==> config.mk <==
export PLATFORM = sky130hd
export DESIGN_NAME = system_option_regs
export DESIGN_NICKNAME = d
export VERILOG_FILES = /design/src/hdl/system_option_regs.v
export VERILOG_INCLUDE_DIRS = /design/src /design/src/inc
export SDC_FILE = /design/constraint.sdc
export NUM_CORES = 1
export LEC_CHECK = 0
export ABC_AREA = 1
export BUFFER_PORTS_ARGS = -buffer_cell sky130_fd_sc_hd__buf_2
export CORE_MARGIN = 4
export CORE_UTILIZATION = 50
export DETAILED_ROUTE_END_ITERATION = 10
export GPL_TIMING_DRIVEN = 0
export PLACE_DENSITY_LB_ADDON = 0.12
export SETUP_SLACK_MARGIN = 0.1
export SLEW_MARGIN = 20
export SYNTH_ARGS = -nofsm -noshare
export SYNTH_HDL_FRONTEND = slang
export SYNTH_SLANG_ARGS = --single-unit
export TNS_END_PERCENT = 10
==> constraint.sdc <==
create_clock -name CLOCK_I -period 2.89 [get_ports CLOCK_I]
set_input_delay 0.1445 -clock CLOCK_I [delete_from_list [all_inputs] [get_ports CLOCK_I]]
set_output_delay 0.1445 -clock CLOCK_I [all_outputs]
set_load 0.02 [all_outputs]
==> src/inc/sysopt_defines.vh <==
// Offsets, field positions, reset values and timing counts of the system option registers.
`ifndef SYSOPT_DEFINES_VH
`define SYSOPT_DEFINES_VH

// ****************************************************************
// Register offsets
// ****************************************************************
`define ADDR_OPTS_FIRST     3'h0
`define ADDR_OPTS_SECOND    3'h1
`define ADDR_IDENT_HIGH     3'h2
`define ADDR_IDENT_LOW      3'h3
`define ADDR_RESET_STATUS   3'h4

// ****************************************************************
// First options fields
// ****************************************************************
`define F1_TIMEOUT_HI       7
`define F1_TIMEOUT_LO       6
`define F1_STOP_EN          5
`define F1_SPARE            4
`define F1_TWOWIRE          2
`define F1_DEBUG_EN         1
`define F1_RESET_EN         0
`define F1_RESET_VAL        8'hC2
`define F1_IMPL_MASK        8'hF7

// ****************************************************************
// Second options fields
// ****************************************************************
`define F2_WDOG_CLK         7
`define F2_WINDOW           6
`define F2_CMP_CAPTURE      4
`define F2_CH1_PIN          1
`define F2_CH0_PIN          0
`define F2_RESET_VAL        8'h00
`define F2_IMPL_MASK        8'hD3
`define F2_ONCE_MASK        8'hC0

// ****************************************************************
// Watchdog
// ****************************************************************
`define WDOG_KEY_FIRST      8'h55
`define WDOG_KEY_SECOND     8'hAA
`define CLK_HZ              25000000
`define SLOW_CLK_HZ         1000
`define SLOW_DIV_CYCLES     (`CLK_HZ / `SLOW_CLK_HZ)
`define WDOG_PERIOD_SHORT   6'h05
`define WDOG_PERIOD_MID     6'h08
`define WDOG_PERIOD_LONG    6'h0A

`endif

==> src/hdl/system_option_regs.v <==
// System option registers, part identification and watchdog glue of the core.
// Overview of operation
// - First options register takes only its first write after any reset.
// - First options register always reads back its present contents.
// - Two-bit timeout field with clock select sets the watchdog period.
// - Stop attempt with stop disabled forces an illegal-opcode reset.
// - Two-wire pin select: clear port A pins 2/3, set port B 6/7.
// - Debug pin enable picks debug or output-only function; set after every reset.
// - Reset pin enable cleared by power-on only, kept by other resets.
// - Reset pin enable turns on the reset pin pull-up.
// - Bit 4 of first options stores writes without any effect.
// - Watchdog clock select: clear slow 1 kHz tick, set bus clock.
// - Window mode: refresh only in last quarter; earlier writes reset.
// - Window mode works only when watchdog clock select is one.
// - Comparator-to-capture bit routes comparator output to timer input 0.
// - Timer channel 1 pin: clear port B pin 5, set port C pin 1.
// - Timer channel 0 pin: clear port A pin 0, set port C pin 0.
// - Write-once bits of second options take one write per reset.
// - Identification registers are read-only and hold a fixed 12-bit number.
// - High identification bits 7:4 read zero, bits 3:0 hold the top of the number, writes ignored.
// - Refresh is 0x55 then 0xAA; other values reset while enabled.
//
// The implementer's own choices: the register offsets and the strobed register port.
`timescale 1ns/1ps
`include "sysopt_defines.vh"

module system_option_regs #(
    parameter [11:0] PART_NUMBER = 12'h5A3,
    parameter integer SLOW_DIV   = `SLOW_DIV_CYCLES
) (
    // Clock and resets
    input  wire        CLOCK_I,
    input  wire        ARST_N_I,
    input  wire        POR_N_I,
    // Register port
    input  wire [2:0]  ADDR_I,
    input  wire [7:0]  WDATA_I,
    input  wire        WR_I,
    input  wire        RD_I,
    output reg  [7:0]  RDATA_O,
    // Core events
    input  wire        STOP_REQ_I,
    input  wire        CMP_OUT_I,
    // Event pulses and configuration outputs
    output reg         STOP_ENTER_O,
    output reg         ILLEGAL_RESET_O,
    output reg         WDOG_RESET_O,
    output reg         TWOWIRE_ON_PORTB_O,
    output reg         DEBUG_PIN_FUNCTION_O,
    output reg         RESET_PIN_FUNCTION_O,
    output reg         RESET_PULLUP_EN_O,
    output reg         CAPTURE0_FROM_CMP_O,
    output reg         CAPTURE0_IN_O,
    output reg         CH1_ON_PORTC_O,
    output reg         CH0_ON_PORTC_O
);

    // ****************************************************************
    // Helpers
    // ****************************************************************
    function [5:0] period_bits;
        input [1:0] sel;
        begin
            case (sel)
                2'h1: period_bits = `WDOG_PERIOD_SHORT;
                2'h2: period_bits = `WDOG_PERIOD_MID;
                2'h3: period_bits = `WDOG_PERIOD_LONG;
                default: period_bits = 6'h0;
            endcase
        end
    endfunction

    function addr_hit;
        input [2:0] addr;
        input [2:0] idx;
        begin
            addr_hit = (addr == idx);
        end
    endfunction

    wire wr_first  = WR_I && addr_hit(ADDR_I, `ADDR_OPTS_FIRST);
    wire wr_second = WR_I && addr_hit(ADDR_I, `ADDR_OPTS_SECOND);
    wire wr_status = WR_I && addr_hit(ADDR_I, `ADDR_RESET_STATUS);

    // ****************************************************************
    // First options register
    // ****************************************************************
    reg  [7:0] opts1_r;
    reg        opts1_done_r;
    reg        reset_en_r;

    // The reset pin bit lives in its own flop, cleared only by power-on,
    // so internal resets do not drop an active external reset pin.
    always @(posedge CLOCK_I or negedge ARST_N_I) begin
        if (!ARST_N_I) begin
            opts1_r      <= `F1_RESET_VAL & 8'hFE;
            opts1_done_r <= 1'b0;
        end else if (wr_first && !opts1_done_r) begin
            opts1_r      <= WDATA_I & `F1_IMPL_MASK & 8'hFE;
            opts1_done_r <= 1'b1;
        end
    end

    always @(posedge CLOCK_I or negedge POR_N_I) begin
        if (!POR_N_I) begin
            reset_en_r <= 1'b0;
        end else if (wr_first && !opts1_done_r) begin
            reset_en_r <= WDATA_I[`F1_RESET_EN];
        end
    end

    // ****************************************************************
    // Second options register
    // ****************************************************************
    reg  [7:0] opts2_r;
    reg        opts2_done_r;

    always @(posedge CLOCK_I or negedge ARST_N_I) begin
        if (!ARST_N_I) begin
            opts2_r      <= `F2_RESET_VAL;
            opts2_done_r <= 1'b0;
        end else if (wr_second) begin
            opts2_r <= opts2_done_r ?
                       ((opts2_r & `F2_ONCE_MASK) | (WDATA_I & `F2_IMPL_MASK & ~`F2_ONCE_MASK)) :
                       (WDATA_I & `F2_IMPL_MASK);
            opts2_done_r <= 1'b1;
        end
    end

    // ****************************************************************
    // Watchdog timing
    // ****************************************************************
    reg  [14:0] slow_div_r;
    reg         slow_tick_r;
    reg  [31:0] wdog_cnt_r;
    reg         key_armed_r;

    always @(posedge CLOCK_I or negedge ARST_N_I) begin
        if (!ARST_N_I) begin
            slow_div_r  <= 15'h0;
            slow_tick_r <= 1'b0;
        end else if (slow_div_r == SLOW_DIV[14:0] - 15'h1) begin
            slow_div_r  <= 15'h0;
            slow_tick_r <= 1'b1;
        end else begin
            slow_div_r  <= slow_div_r + 15'h1;
            slow_tick_r <= 1'b0;
        end
    end

    wire [5:0]  per_bits  = period_bits(opts1_r[`F1_TIMEOUT_HI:`F1_TIMEOUT_LO]);
    wire        wdog_on   = (per_bits != 6'h0);
    wire        wdog_step = opts2_r[`F2_WDOG_CLK] ? 1'b1 : slow_tick_r;
    wire [31:0] period    = 32'h1 << per_bits;
    wire        window_on = opts2_r[`F2_WINDOW] && opts2_r[`F2_WDOG_CLK];
    wire        in_open   = (wdog_cnt_r >= period - (period >> 2));
    wire        expired   = wdog_on && wdog_step && (wdog_cnt_r >= period - 32'h1);
    wire        good_key2 = wr_status && key_armed_r && (WDATA_I == `WDOG_KEY_SECOND);
    wire        good_key1 = wr_status && (WDATA_I == `WDOG_KEY_FIRST);
    wire        early_wr  = window_on && wr_status && !in_open;
    wire        bad_key   = wr_status && !good_key1 && !good_key2;
    wire        wdog_fire = wdog_on && (expired || bad_key || early_wr);

    always @(posedge CLOCK_I or negedge ARST_N_I) begin
        if (!ARST_N_I) begin
            wdog_cnt_r  <= 32'h0;
            key_armed_r <= 1'b0;
        end else begin
            if (wr_status) begin
                key_armed_r <= good_key1;
            end
            if (good_key2 && !early_wr) begin
                wdog_cnt_r <= 32'h0;
            end else if (wdog_on && wdog_step) begin
                wdog_cnt_r <= wdog_cnt_r + 32'h1;
            end
        end
    end

    // ****************************************************************
    // Read port
    // ****************************************************************
    always @(posedge CLOCK_I or negedge ARST_N_I) begin
        if (!ARST_N_I) begin
            RDATA_O <= 8'h00;
        end else if (RD_I) begin
            case (ADDR_I)
                `ADDR_OPTS_FIRST:  RDATA_O <= opts1_r | {7'h0, reset_en_r};
                `ADDR_OPTS_SECOND: RDATA_O <= opts2_r;
                `ADDR_IDENT_HIGH:  RDATA_O <= {4'h0, PART_NUMBER[11:8]};
                `ADDR_IDENT_LOW:   RDATA_O <= PART_NUMBER[7:0];
                default:           RDATA_O <= 8'h00;
            endcase
        end else begin
            RDATA_O <= 8'h00;
        end
    end

    // ****************************************************************
    // Core event pulses
    // ****************************************************************
    // Outputs follow their cause one cycle later and stay high while it lasts, e.g. a held stop request or an expired bus-clocked watchdog.
    // stop accepted
    always @(posedge CLOCK_I or negedge ARST_N_I) begin
        if (!ARST_N_I) begin
            STOP_ENTER_O <= 1'b0;
        end else begin
            STOP_ENTER_O <= STOP_REQ_I && opts1_r[`F1_STOP_EN];
        end
    end

    always @(posedge CLOCK_I or negedge ARST_N_I) begin
        if (!ARST_N_I) begin
            ILLEGAL_RESET_O <= 1'b0;
        end else begin
            ILLEGAL_RESET_O <= STOP_REQ_I && !opts1_r[`F1_STOP_EN];
        end
    end

    always @(posedge CLOCK_I or negedge ARST_N_I) begin
        if (!ARST_N_I) begin
            WDOG_RESET_O <= 1'b0;
        end else begin
            WDOG_RESET_O <= wdog_fire;
        end
    end

    // ****************************************************************
    // Pin routing
    // ****************************************************************
    // two-wire pins
    always @(posedge CLOCK_I or negedge ARST_N_I) begin
        if (!ARST_N_I) begin
            TWOWIRE_ON_PORTB_O <= 1'b0;
        end else begin
            TWOWIRE_ON_PORTB_O <= opts1_r[`F1_TWOWIRE];
        end
    end

    always @(posedge CLOCK_I or negedge ARST_N_I) begin
        if (!ARST_N_I) begin
            DEBUG_PIN_FUNCTION_O <= 1'b1;
        end else begin
            DEBUG_PIN_FUNCTION_O <= opts1_r[`F1_DEBUG_EN];
        end
    end

    always @(posedge CLOCK_I or negedge ARST_N_I) begin
        if (!ARST_N_I) begin
            CAPTURE0_FROM_CMP_O <= 1'b0;
        end else begin
            CAPTURE0_FROM_CMP_O <= opts2_r[`F2_CMP_CAPTURE];
        end
    end

    always @(posedge CLOCK_I or negedge ARST_N_I) begin
        if (!ARST_N_I) begin
            CAPTURE0_IN_O <= 1'b0;
        end else begin
            CAPTURE0_IN_O <= opts2_r[`F2_CMP_CAPTURE] && CMP_OUT_I;
        end
    end

    always @(posedge CLOCK_I or negedge ARST_N_I) begin
        if (!ARST_N_I) begin
            CH1_ON_PORTC_O <= 1'b0;
        end else begin
            CH1_ON_PORTC_O <= opts2_r[`F2_CH1_PIN];
        end
    end

    always @(posedge CLOCK_I or negedge ARST_N_I) begin
        if (!ARST_N_I) begin
            CH0_ON_PORTC_O <= 1'b0;
        end else begin
            CH0_ON_PORTC_O <= opts2_r[`F2_CH0_PIN];
        end
    end

    // ****************************************************************
    // Reset pin function
    // ****************************************************************
    // These outputs live in the power-on domain, so an internal reset
    // never drops an external reset pin that software has turned on.
    // kept over internal resets
    always @(posedge CLOCK_I or negedge POR_N_I) begin
        if (!POR_N_I) begin
            RESET_PIN_FUNCTION_O <= 1'b0;
        end else begin
            RESET_PIN_FUNCTION_O <= reset_en_r;
        end
    end

    always @(posedge CLOCK_I or negedge POR_N_I) begin
        if (!POR_N_I) begin
            RESET_PULLUP_EN_O <= 1'b0;
        end else begin
            RESET_PULLUP_EN_O <= reset_en_r;
        end
    end

endmodule // system_option_regs

==> metrics.txt, run 1 <==
Final Wtd Congestion between 0.8 and 0.9; Net Sw Power around 760 uW; Final #Nets 687; hold crit path type in -> reg; Compound-Gate Fraction of Synth Area 0.05071; FMAX ~410 MHz; Avg Cell Area, Syn 7.713 sq um; FF-to-FF setup slack between 400 and 500 ps; Iter 0 DRT Violations roughly 140; Post-Syn Area ~4600 sq um; fin crit share 0.8405; max_slew headroom 0.5855; commonest non-fill, non-tap cell in the layout nand2_1; Clock Path Buffers 2; Flop pwr share 0.492; Area growth syn-to-layout 12.92%; leading area contributor after synthesis dfrtp_1; DIE WIDTH approximately 100 um; clock latency at the later pin of the worst-skew pair ~350 ps; Starting Density 0.5212; Via density approximately 5; Mapped Cells between 500 and 600; Via Count 3813; Comb pwr share 0.179; simple-gate share of the synthesized area 0.3263; largest net degree at the start of global routing 45; RR Endpoint wdog_cnt_r[30]; Global Route Usage Sum 0.1873; Peak VDD IR roughly 0.21 mV; Resize count post-CTS 0; DR pass1 iterations 4; Critical Path Sink wdog_cnt_r[30]; Hold Vio Cnt, Final 0; Core ar. a little under 9000 sq um; Placed Area 4930 sq um; FP Rows 34; Worst Max-Slew Pin Slew roughly 620 ps; most frequent cells in the layout nand2_1 (138), inv_1 (95), nor2_1 (87), dfrtp_1 (76), buf_2 (37); DRC violations left 0; final setup violation count 0; first-pass GRT wire length around 17000 um; Critical path origin opts1_r[6]; status complete, no violations; mux contribution to synthesized area 0.004907; CTS buffer count 9; r2r worst-path depth 14; RR Startpoint opts1_r[6]; clock slew at reported path FFs 90 ps; layout cells sized above 1 0.1407; Power Density roughly 490 nW/um^2; RSZ-0062 raised after global routing false; Setup crit end kind flop; WP data arrival between 2000 and 3000 ps; Die Y 103.8 um; CP Class reg -> reg; Clock Skew 13.67 ps; Critical Path Fanout Max 10; Ant. Diodes 0; Int Pwr between 1.5 and 2 mW; Synth top area share 0.4144; Slew Limit Fails 0; HPWL Detailed slightly above 7000 um; part of the power in the clock network 0.328; post-synthesis adder-cell area fraction 0.05616; routed len/inst around 13 um; post-synthesis sequential area ratio 0.4373; Synth area leaders dfrtp_1 (41%), nand2_1 (11%), inv_1 (7.8%); post-route design area between 5000 and 6000 sq um; xor/xnor share of the synthesized area 0.03053; total power draw ~2.6 mW; crit path launch type flop; clk sinks 80; final WL between 9000 and 10000 um; max_cap viols 0; Ports 37; Sw Share 0.2969; vias in the first global route between 3000 and 4000; die area 10780 sq um; port buffer count 35; initial antenna violation count 0; leakage about 2.7 nW; total negative slack 0 ps; CTS tree yes; Routed Antenna Nets 0; number of synthesis warnings 0; total grt overflow 0; Worst Path Required approximately 3100 ps; Final min period 2429 ps; Seq cells post-synth 80; CTS root buf clkbuf_8; main combinational cell family by area after synthesis simple AND/OR/NAND/NOR gates; H-tree depth 3; Netlist cell types 39
## metal layers
metal / routed length, um / global-route usage / up-vias / part of all wire
met5: 0 / 0 / - / 0
met4: 136 / 0.07312 / 0 / 0.014
met3: 260 / 0.02861 / 14 / 0.027
met2: 4623 / 0.3120 / 52 / 0.48
met1: 4534 / 0.2459 / 1752 / 0.47
li1: - / - / 1995 / -
## worst min-delay path by stage
stage / start / endpoint / slack, ps / cells after the start
3_3_place_gp: POR_N_I / RESET_PULLUP_EN_O / -70 / 1
2_1_floorplan: ARST_N_I / CAPTURE0_FROM_CMP_O / -150 / 0
4_1_cts: RD_I / RDATA_O[7] / 20 / 3
5_1_grt: RD_I / RDATA_O[7] / 30 / 3
6_report: WDATA_I[0] / reset_en_r / 20 / 3
3_5_place_dp: POR_N_I / RESET_PULLUP_EN_O / -70 / 1
## through the flow
| stage | hold WS, ps | cells | setup WS, ps | util |
|---|---|---|---|---|
| detailed placement | -68.93 | 741 | 450.2 | 0.5598 |
| global placement | -70.24 | 740 | 492.4 | 0.5573 |
| CTS | 18.66 | 762 | 420.5 | 0.5885 |
| global route | 29.63 | 762 | 221.0 | 0.5885 |
| finish | 22.82 | 762 | 461.0 | 0.5885 |
| floorplan | -151.1 | 597 | 1007 | - |
## worst max-delay path, stage by stage (launching register included)
cell	delay [ps]
dfstp_2	410
nor2_2	400
inv_1	100
ha_1	300
inv_1	60
nand4_1	70
nor2_1	150
nand2_1	70
nand2_1	60
nor2_1	40
nand2_1	60
nand2_1	120
inv_2	110
buf_2	260
nor2_1	80
## flip-flops by register name, indices dropped and copies added (netlist names), 5 cells and up
signal,cells
opts1_r,6
RDATA_O,7
slow_div_r,15
opts2_r,5
wdog_cnt_r,32
## cells by family (layout without fill, tap and decap cells)
| family | after synthesis | in the layout |
|---|---|---|
| AOI/OAI and AO/OA | 42 | 42 |
| xor gates and xnor gates | 16 | 16 |
| adders and majority gates | 20 | 20 |
| buffers and inverters | 106 | 163 |
| DFF | 80 | 80 |
| muxes | 2 | 2 |
| other | 2 | 4 |
| and+or+nand+nor | 327 | 327 |
## cell usage after synthesis, drive strengths merged
library cell	n
a21oi	15
a31o	1
a31oi	1
and2	1
and3	1
buf	8
conb	2
dfrtp	76
dfstp	4
fa	1
ha	19
inv	98
mux2	2
nand2	138
nand3	30
nand4	18
nor2	92
nor3	34
nor3b	3
nor4	6
o211ai	4
o21a	3
o21ai	18
or2	4
xnor2	1
xor2	15
## timing repair
item / CTS / global route
endpoints found under the hold margin: 36 / 0
buffers inserted: 0 / 0
hold buffers: 5 / 0
## power by group through the flow
| stage | combinational [mW] | sequential (mW) | clock, mW |
|---|---|---|---|
| detailed placement | 0.456 | 1.28 | 0 |
| floorplan | 0.274 | 1.31 | 0 |
| global placement | 0.438 | 1.28 | 0 |
| CTS | 0.465 | 1.26 | 0.863 |
| global route | 0.528 | 1.27 | 0.914 |
| finish | 0.457 | 1.26 | 0.837 |
## final cells by class
cell class,instances,area [sq um]
fillers,829,3623
clock buffers,9,123.9
well taps,108,135.1
flip-flops and latches,80,2007
repair buffers,41,247.7
inverters,98,367.9
plain buffers,8,56.30
multi-input cells,411,2166
clock inverters,7,78.83
Power figures use the tool's default switching activity.
==> run 2: changes to the inputs <==
==> constraint.sdc (replaced) <==
create_clock -name CLOCK_I -period 2.3 [get_ports CLOCK_I]
set_input_delay 0.115 -clock CLOCK_I [delete_from_list [all_inputs] [get_ports CLOCK_I]]
set_output_delay 0.115 -clock CLOCK_I [all_outputs]
set_load 0.02 [all_outputs]
==> run 2 against run 1 <==
  * Global-route usage rose by 0.30 points
  * Non-clock buffer count is 16 higher
  * Critical path depth down 3
  * Via count increased by 3.4%
  * Total power rose by 36%
  * Clock power up 27%
  * Design area increased by 8.5%
  * First-iteration DRC count decreased by 5.0%
  * Largest cell class unchanged
==> metrics.txt, run 2 (synthesized netlist as in run 1, its figures left out) <==
status complete, no violations; Global Route Usage Sum 0.1903 (+0.003028); r2r worst-path depth 11 (-3); total grt overflow 0 (unchanged); leakage 2.868 nW (+6.1%); first-pass GRT wire length 17050 um (+1.1%); commonest non-fill, non-tap cell in the layout nand2_1; HPWL Detailed 7245 um (unchanged); Placed Cells incl. Taps 741 (unchanged); WP data arrival 2420 ps (-240 ps); RR Startpoint opts1_r[6]; clock slew at reported path FFs 100 ps (about the same); Final #Nets 703 (+2.3%); Power Density 614.8 nW/um^2 (+25%); FF-to-FF setup slack 120 ps (-340 ps); max_slew headroom 0.5855 (about the same); pre-CTS WS -139.8 ps (-590.0 ps); layout cells sized above 1 0.2030 (+0.06231); Worst Path Required 2540 ps (-580 ps); Max stage delay on crit path 660 ps (+250 ps); hold worst-path end opts1_r[1]; Routed Antenna Nets 0 (unchanged); CP max stage cell dfstp_2; Worst Max-Slew Pin Slew 616.7 ps (+0.01448 ps); Starting Density 0.5212 (unchanged); die area 10780 sq um (unchanged); total negative slack 0 ps (unchanged); clock latency at the later pin of the worst-skew pair 360 ps (about the same); setup ws final 121.8 ps (-339.2 ps); largest net degree at the start of global routing 45 (unchanged); RR Endpoint wdog_cnt_r[7]; routed len/inst 13.43 um (+7.1%); FP Rows 34 (unchanged); crit-path leading delay family simple AND/OR/NAND/NOR gates; worst path cell trace nor2_4 > buf_6 > buf_4 > nor2_4 > inv_2 > nor2_1 > inv_1 > nor2_1 > nand2_1 > xor2_1 > nor2_1; Critical Path Fanout Max 9 (-1); Final min period 2178 ps (-250.8 ps); hold slack 13.22 ps (-9.594 ps); Die Y 103.8 um (unchanged); Ant. Diodes 0 (unchanged); Slew Limit Fails 0 (unchanged); Placed Area 4930 sq um (unchanged); most frequent cells in the layout nand2_1 (129), inv_1 (92), nor2_1 (81), dfrtp_1 (76), buf_2 (36); initial antenna violation count 0 (unchanged); DR pass1 iterations 4 (unchanged); Core ar. 8806 sq um (unchanged); final WL 10450 um (+9.4%); hold crit path type in -> reg; Setup crit end kind flop; CP Class reg -> reg; Via Count 3942 (+3.4%); Peak VDD IR 0.2689 mV (+27%); hold path depth 3 (unchanged); vias in the first global route 3754 (+0.62%); FMAX 459.1 MHz (+12%); Finished Core Util 0.6388 (+0.05030); port buffer count 35 (unchanged); Ports 37 (unchanged); total power draw 3.459 mW (+36%); Hold Path Origin WDATA_I[1]; H-tree depth 3 (unchanged); Hold Vio Cnt, Final 0 (unchanged); max_cap viols 0 (unchanged); DRC violations left 0 (unchanged); Finished Layout Cells 778 (+2.1%); Final Wtd Congestion 0.8830 (unchanged); Via density 5.067 (+1.3%); clk sinks 80 (unchanged); CTS root buf clkbuf_8; RSZ-0062 raised after global routing true; largest registers wdog_cnt_r (32), slow_div_r (15), RDATA_O (7); DIE WIDTH 103.8 um (unchanged); fin crit share 0.9471 (+0.1066); Top reg by flops wdog_cnt_r; CTS buffer count 9 (unchanged); Iter 0 DRT Violations 132 (-5.0%); number of flip-flops in the largest register 32 (unchanged); Area growth syn-to-layout 22.57%; Clock Path Buffers 2 (unchanged); post-route design area 5625 sq um (+8.5%); CP dominant cell by count nor2_1; crit path launch type flop; CTS tree yes; Clock Skew 18.23 ps (+4.558 ps); WP buf/inv 4 (unchanged); final setup violation count 0 (unchanged)
run 2: power breakdown:
group,internal (mW),switching [mW]
Sequential,1.52,0.0762
Combinational,0.365,0.437
Clock,0.511,0.550
run 2: area by class of cell:
cell class	count	area (sq um)
Clock inverter	7	78.83
Timing Repair Buffer	57	425.4
Clock buffer	9	123.9
Sequential cell	80	2007
Multi-Input combinational cell	411	2385
Fill cell	768	3181
Buffer	8	95.09
Tap cell	108	135.1
Inverter	98	375.4
run 2: layer usage:
metal | part of all wire | track usage | wire (um)
met2 | 0.49 | 0.3175 | 5156
met4 | 0.016 | 0.07407 | 162
met1 | 0.46 | 0.2503 | 4804
met3 | 0.031 | 0.02799 | 327
met5 | 0 | 0 | 0
run 2: timing repair:
action | in CTS | in global routing
hold buffers | 8 | 0
pin swaps | 1 | 17
gates resized for setup | 2 | 61
hold endpoints to repair | 40 | 0
gates cloned | 0 | 2
setup endpoints to repair | 29 | 33
buffers inserted | 2 | 9
run 2: worst min-delay path, cell delays in order:
cell and delay, ps:
buf_2 120, nand2_1 60, o21ai_0 70
run 2: how the worst max path moves through the flow:
stage,startpoint,end,slack [ps],cells past startpoint
after floorplan,opts1_r[6],wdog_cnt_r[22],420,14
after global placement,opts1_r[6],wdog_cnt_r[22],-100,14
after detailed placement,opts1_r[6],wdog_cnt_r[30],-140,14
after CTS,opts1_r[7],wdog_cnt_r[21],90,15
after global routing,opts1_r[7],wdog_cnt_r[7],10,15
final,opts1_r[6],wdog_cnt_r[7],120,11
==> run 3: changes to the inputs <==
--- a/config.mk
+++ b/config.mk
@@ -6,7 +6,6 @@
 export SDC_FILE = /design/constraint.sdc
 export NUM_CORES = 1
 export LEC_CHECK = 0
-export ABC_AREA = 1
 export BUFFER_PORTS_ARGS = -buffer_cell sky130_fd_sc_hd__buf_2
 export CORE_MARGIN = 4
 export CORE_UTILIZATION = 50
==> constraint.sdc (replaced) <==
create_clock -name CLOCK_I -period 2.3 [get_ports CLOCK_I]
set_input_delay 0.115 -clock CLOCK_I [delete_from_list [all_inputs] [get_ports CLOCK_I]]
set_output_delay 0.115 -clock CLOCK_I [all_outputs]
set_load 0.01 [all_outputs]
==> run 3 against run 2 <==
  * The run now ends with negative setup slack left
  * Total power grew 41%
  * Clock power is essentially flat
  * Wire length shrank 18%
  * Global-route usage shrank 0.23 points
==> metrics.txt, run 3 <==
Ports 37 (unchanged); Clock Path Buffers 2 (unchanged); CTS buffer count 9 (unchanged); number of synthesized flops with an enable pin 0 (unchanged); Top reg by flops wdog_cnt_r; Setup crit end kind flop; number of synthesis warnings 0 (unchanged); Final min period 2460 ps (+281.9 ps); Synth area leaders dfrtp_1 (47%), xor2_1 (6.2%), ha_1 (5.8%); routed len/inst 15.54 um (+16%); Finished Core Util 0.6268 (-0.01206); hold slack 22.32 ps (+9.099 ps); port buffer count 35 (unchanged); Slew Limit Fails 0 (unchanged); commonest non-fill, non-tap cell in the layout dfrtp_1; die area 9637 sq um (-11%); total negative slack -4560 ps (-4560 ps); Via density 5.473 (+8.0%); max_slew headroom 0.4570 (-0.1285); DRC violations left 0 (unchanged); Die Y 98.17 um (-5.4%); Area growth syn-to-layout 20.38%; clock slew at reported path FFs 90 ps (about the same); status finished with violations; post-synthesis sequential area ratio 0.4937 (+0.05639); first-pass GRT wire length 14750 um (-14%); Core ar. 7807 sq um (-11%); count leader, synth dfrtp_1; Routed Antenna Nets 0 (unchanged); Power Density 997.5 nW/um^2 (+62%); Synth top area share 0.4678 (+0.05344); Comb pwr share 0.340 (+0.108); Finished Layout Cells 554 (-29%); DR pass1 iterations 4 (unchanged); failing checks negative setup slack; CTS root buf clkbuf_8; leading area contributor after synthesis dfrtp_1; Seq cells post-synth 80 (unchanged); final WL 8611 um (-18%); DIE WIDTH 98.17 um (-5.4%); Final #Nets 485 (-31%); Flop pwr share 0.437 (-0.024); total grt overflow 0 (unchanged); Hold Vio Cnt, Final 0 (unchanged); largest net degree at the start of global routing 54 (+20%); FP Rows 32 (-5.9%); Starting Density 0.5207 (about the same); CP Class reg -> reg; setup ws final -160.1 ps (-281.9 ps); Net Sw Power 1.785 mW (+68%); Synth async-reset ratio 1.000 (unchanged); hold crit path type in -> reg; Avg Cell Area, Syn 10.70 sq um (+39%); vias in the first global route 3009 (-20%); total power draw 4.881 mW (+41%); clock latency at the later pin of the worst-skew pair 360 ps (about the same); Worst Path Required 2510 ps (-30 ps); fin crit share 1.070 (+0.1226); Placed Cells incl. Taps 520 (-30%); Int Pwr 3.096 mW (+29%); initial antenna violation count 0 (unchanged); layout cells sized above 1 0.2456 (+0.04259); number of flip-flops in the largest register 32 (unchanged); clk sinks 80 (unchanged); final setup violation count 33 (+33); RSZ-0062 raised after global routing true; CTS tree yes; Ant. Diodes 0 (unchanged); Final Wtd Congestion 0.8236 (-6.7%); Netlist cell types 52 (+33%); crit path launch type flop; HPWL Detailed 5833 um (-19%); Via Count 3032 (-23%); Iter 0 DRT Violations 115 (-13%); Mapped Cells 380 (-36%); Worst Max-Slew Pin Slew 807.8 ps (+191.1 ps); leakage 2.030 nW (-29%); top post-synthesis cells by count dfrtp_1 (76), a21oi_1 (36), nor2_1 (30); Critical Path Fanout Max 6 (-3); H-tree depth 3 (unchanged); Clock Skew 14.64 ps (-3.586 ps); max_cap viols 0 (unchanged); Primary FF master, synth dfrtp_1; part of the power in the clock network 0.223 (-0.084); most frequent cells in the layout dfrtp_1 (76), buf_2 (36), a21oi_1 (34), xor2_1 (29), nor2_1 (28); Global Route Usage Sum 0.1880 (-0.002293); FMAX 406.5 MHz (-11%); Peak VDD IR 0.4514 mV (+68%); Post-Syn Area 4065 sq um (-11%); Sw Share 0.3656 (+0.05824); largest registers wdog_cnt_r (32), slow_div_r (15), RDATA_O (7); WP data arrival 2670 ps (+250 ps)
-- run 3: changes by cell type after synthesis, moves of 14 or more --
cell and change:
nand2_1 -116, inv_1 -86, a21oi_1 +21, xor2_1 +14, nor3_1 -21, nor2_1 -57
-- run 3: final timing paths --
path,from,end,slack (ps),cells after the start
hold reg to reg,opts1_r[1],DEBUG_PIN_FUNCTION_O,380,0
setup reg to reg,opts1_r[7],wdog_cnt_r[5],-160,10
min in group asynchronous,POR_N_I,RESET_PULLUP_EN_O,90,2
max in group asynchronous,ARST_N_I,opts1_r[6],1460,3
hold / removal,WDATA_I[2],opts1_r[2],20,2
setup / recovery,opts1_r[7],wdog_cnt_r[5],-160,10
-- run 3: critical path, stage by stage (launching register included) --
cell and delay (ps):
dfstp_2 610, nor2_4 80, inv_2 60, ha_4 190
nor4bb_2 250, a41oi_1 160, o2111a_2 300, o311ai_4 270
buf_6 170, clkbuf_16 140, a21oi_1 60
-- run 3: layout make-up --
class | instances | area [sq um]
fillers | 653 | 2914
clock buffers | 12 | 155.1
flip-flops and latches | 80 | 2007
repair buffers | 54 | 381.6
plain buffers | 12 | 88.84
inverters | 9 | 33.78
multi-input cells | 281 | 2046
clock inverters | 4 | 53.80
well taps | 102 | 127.6
-- run 3: repair_timing --
action                                 in CTS  in global routing
pin swaps                                   4                  7
cloned                                      0                  1
buffers inserted                            7                  5
hold buffers                                5                  0
endpoints found under the hold margin      30                  0
setup endpoints to repair                  33                 33
resized for setup                           8                 13
-- run 3: per-stage QoR --
stage               setup slack, ps  instance area, sq um
CTS                          -223.2                  4766
finish                       -160.1                  4893
global placement             -315.7                  4385
floorplan                     8.264                  4083
global route                 -271.2                  4893
detailed placement           -332.7                  4415
-- run 3: metal layers --
metal | vias to the layer above | routed length (um) | track usage
met2 | 53 | 4007 | 0.2843
li1 | 1489 | - | -
met3 | 7 | 313 | 0.03786
met5 | - | 0 | 0
met1 | 1483 | 4206 | 0.2747
met4 | 0 | 84 | 0.05672
-- run 3: logic make-up after synthesis --
group	count (synthesis)	synth area share
other	2	0.001847
flip-flops	80	0.4937
AO/OA/AOI/OAI	56	0.08680
buffers and inverters	21	0.02277
multiplexers	15	0.04063
adder cells (fa/ha/maj)	20	0.06340
AND/OR/NAND/NOR	143	0.1982
XOR/XNOR	43	0.09264
-- run 3: power by group through the flow --
stage | logic, mW | clock network [mW] | registers [mW]
4_1_cts | 1.56 | 1.10 | 2.12
5_1_grt | 1.87 | 1.19 | 2.20
2_1_floorplan | 1.13 | 0 | 2.08
3_3_place_gp | 1.43 | 0 | 2.15
3_5_place_dp | 1.48 | 0 | 2.16
6_report | 1.66 | 1.09 | 2.13
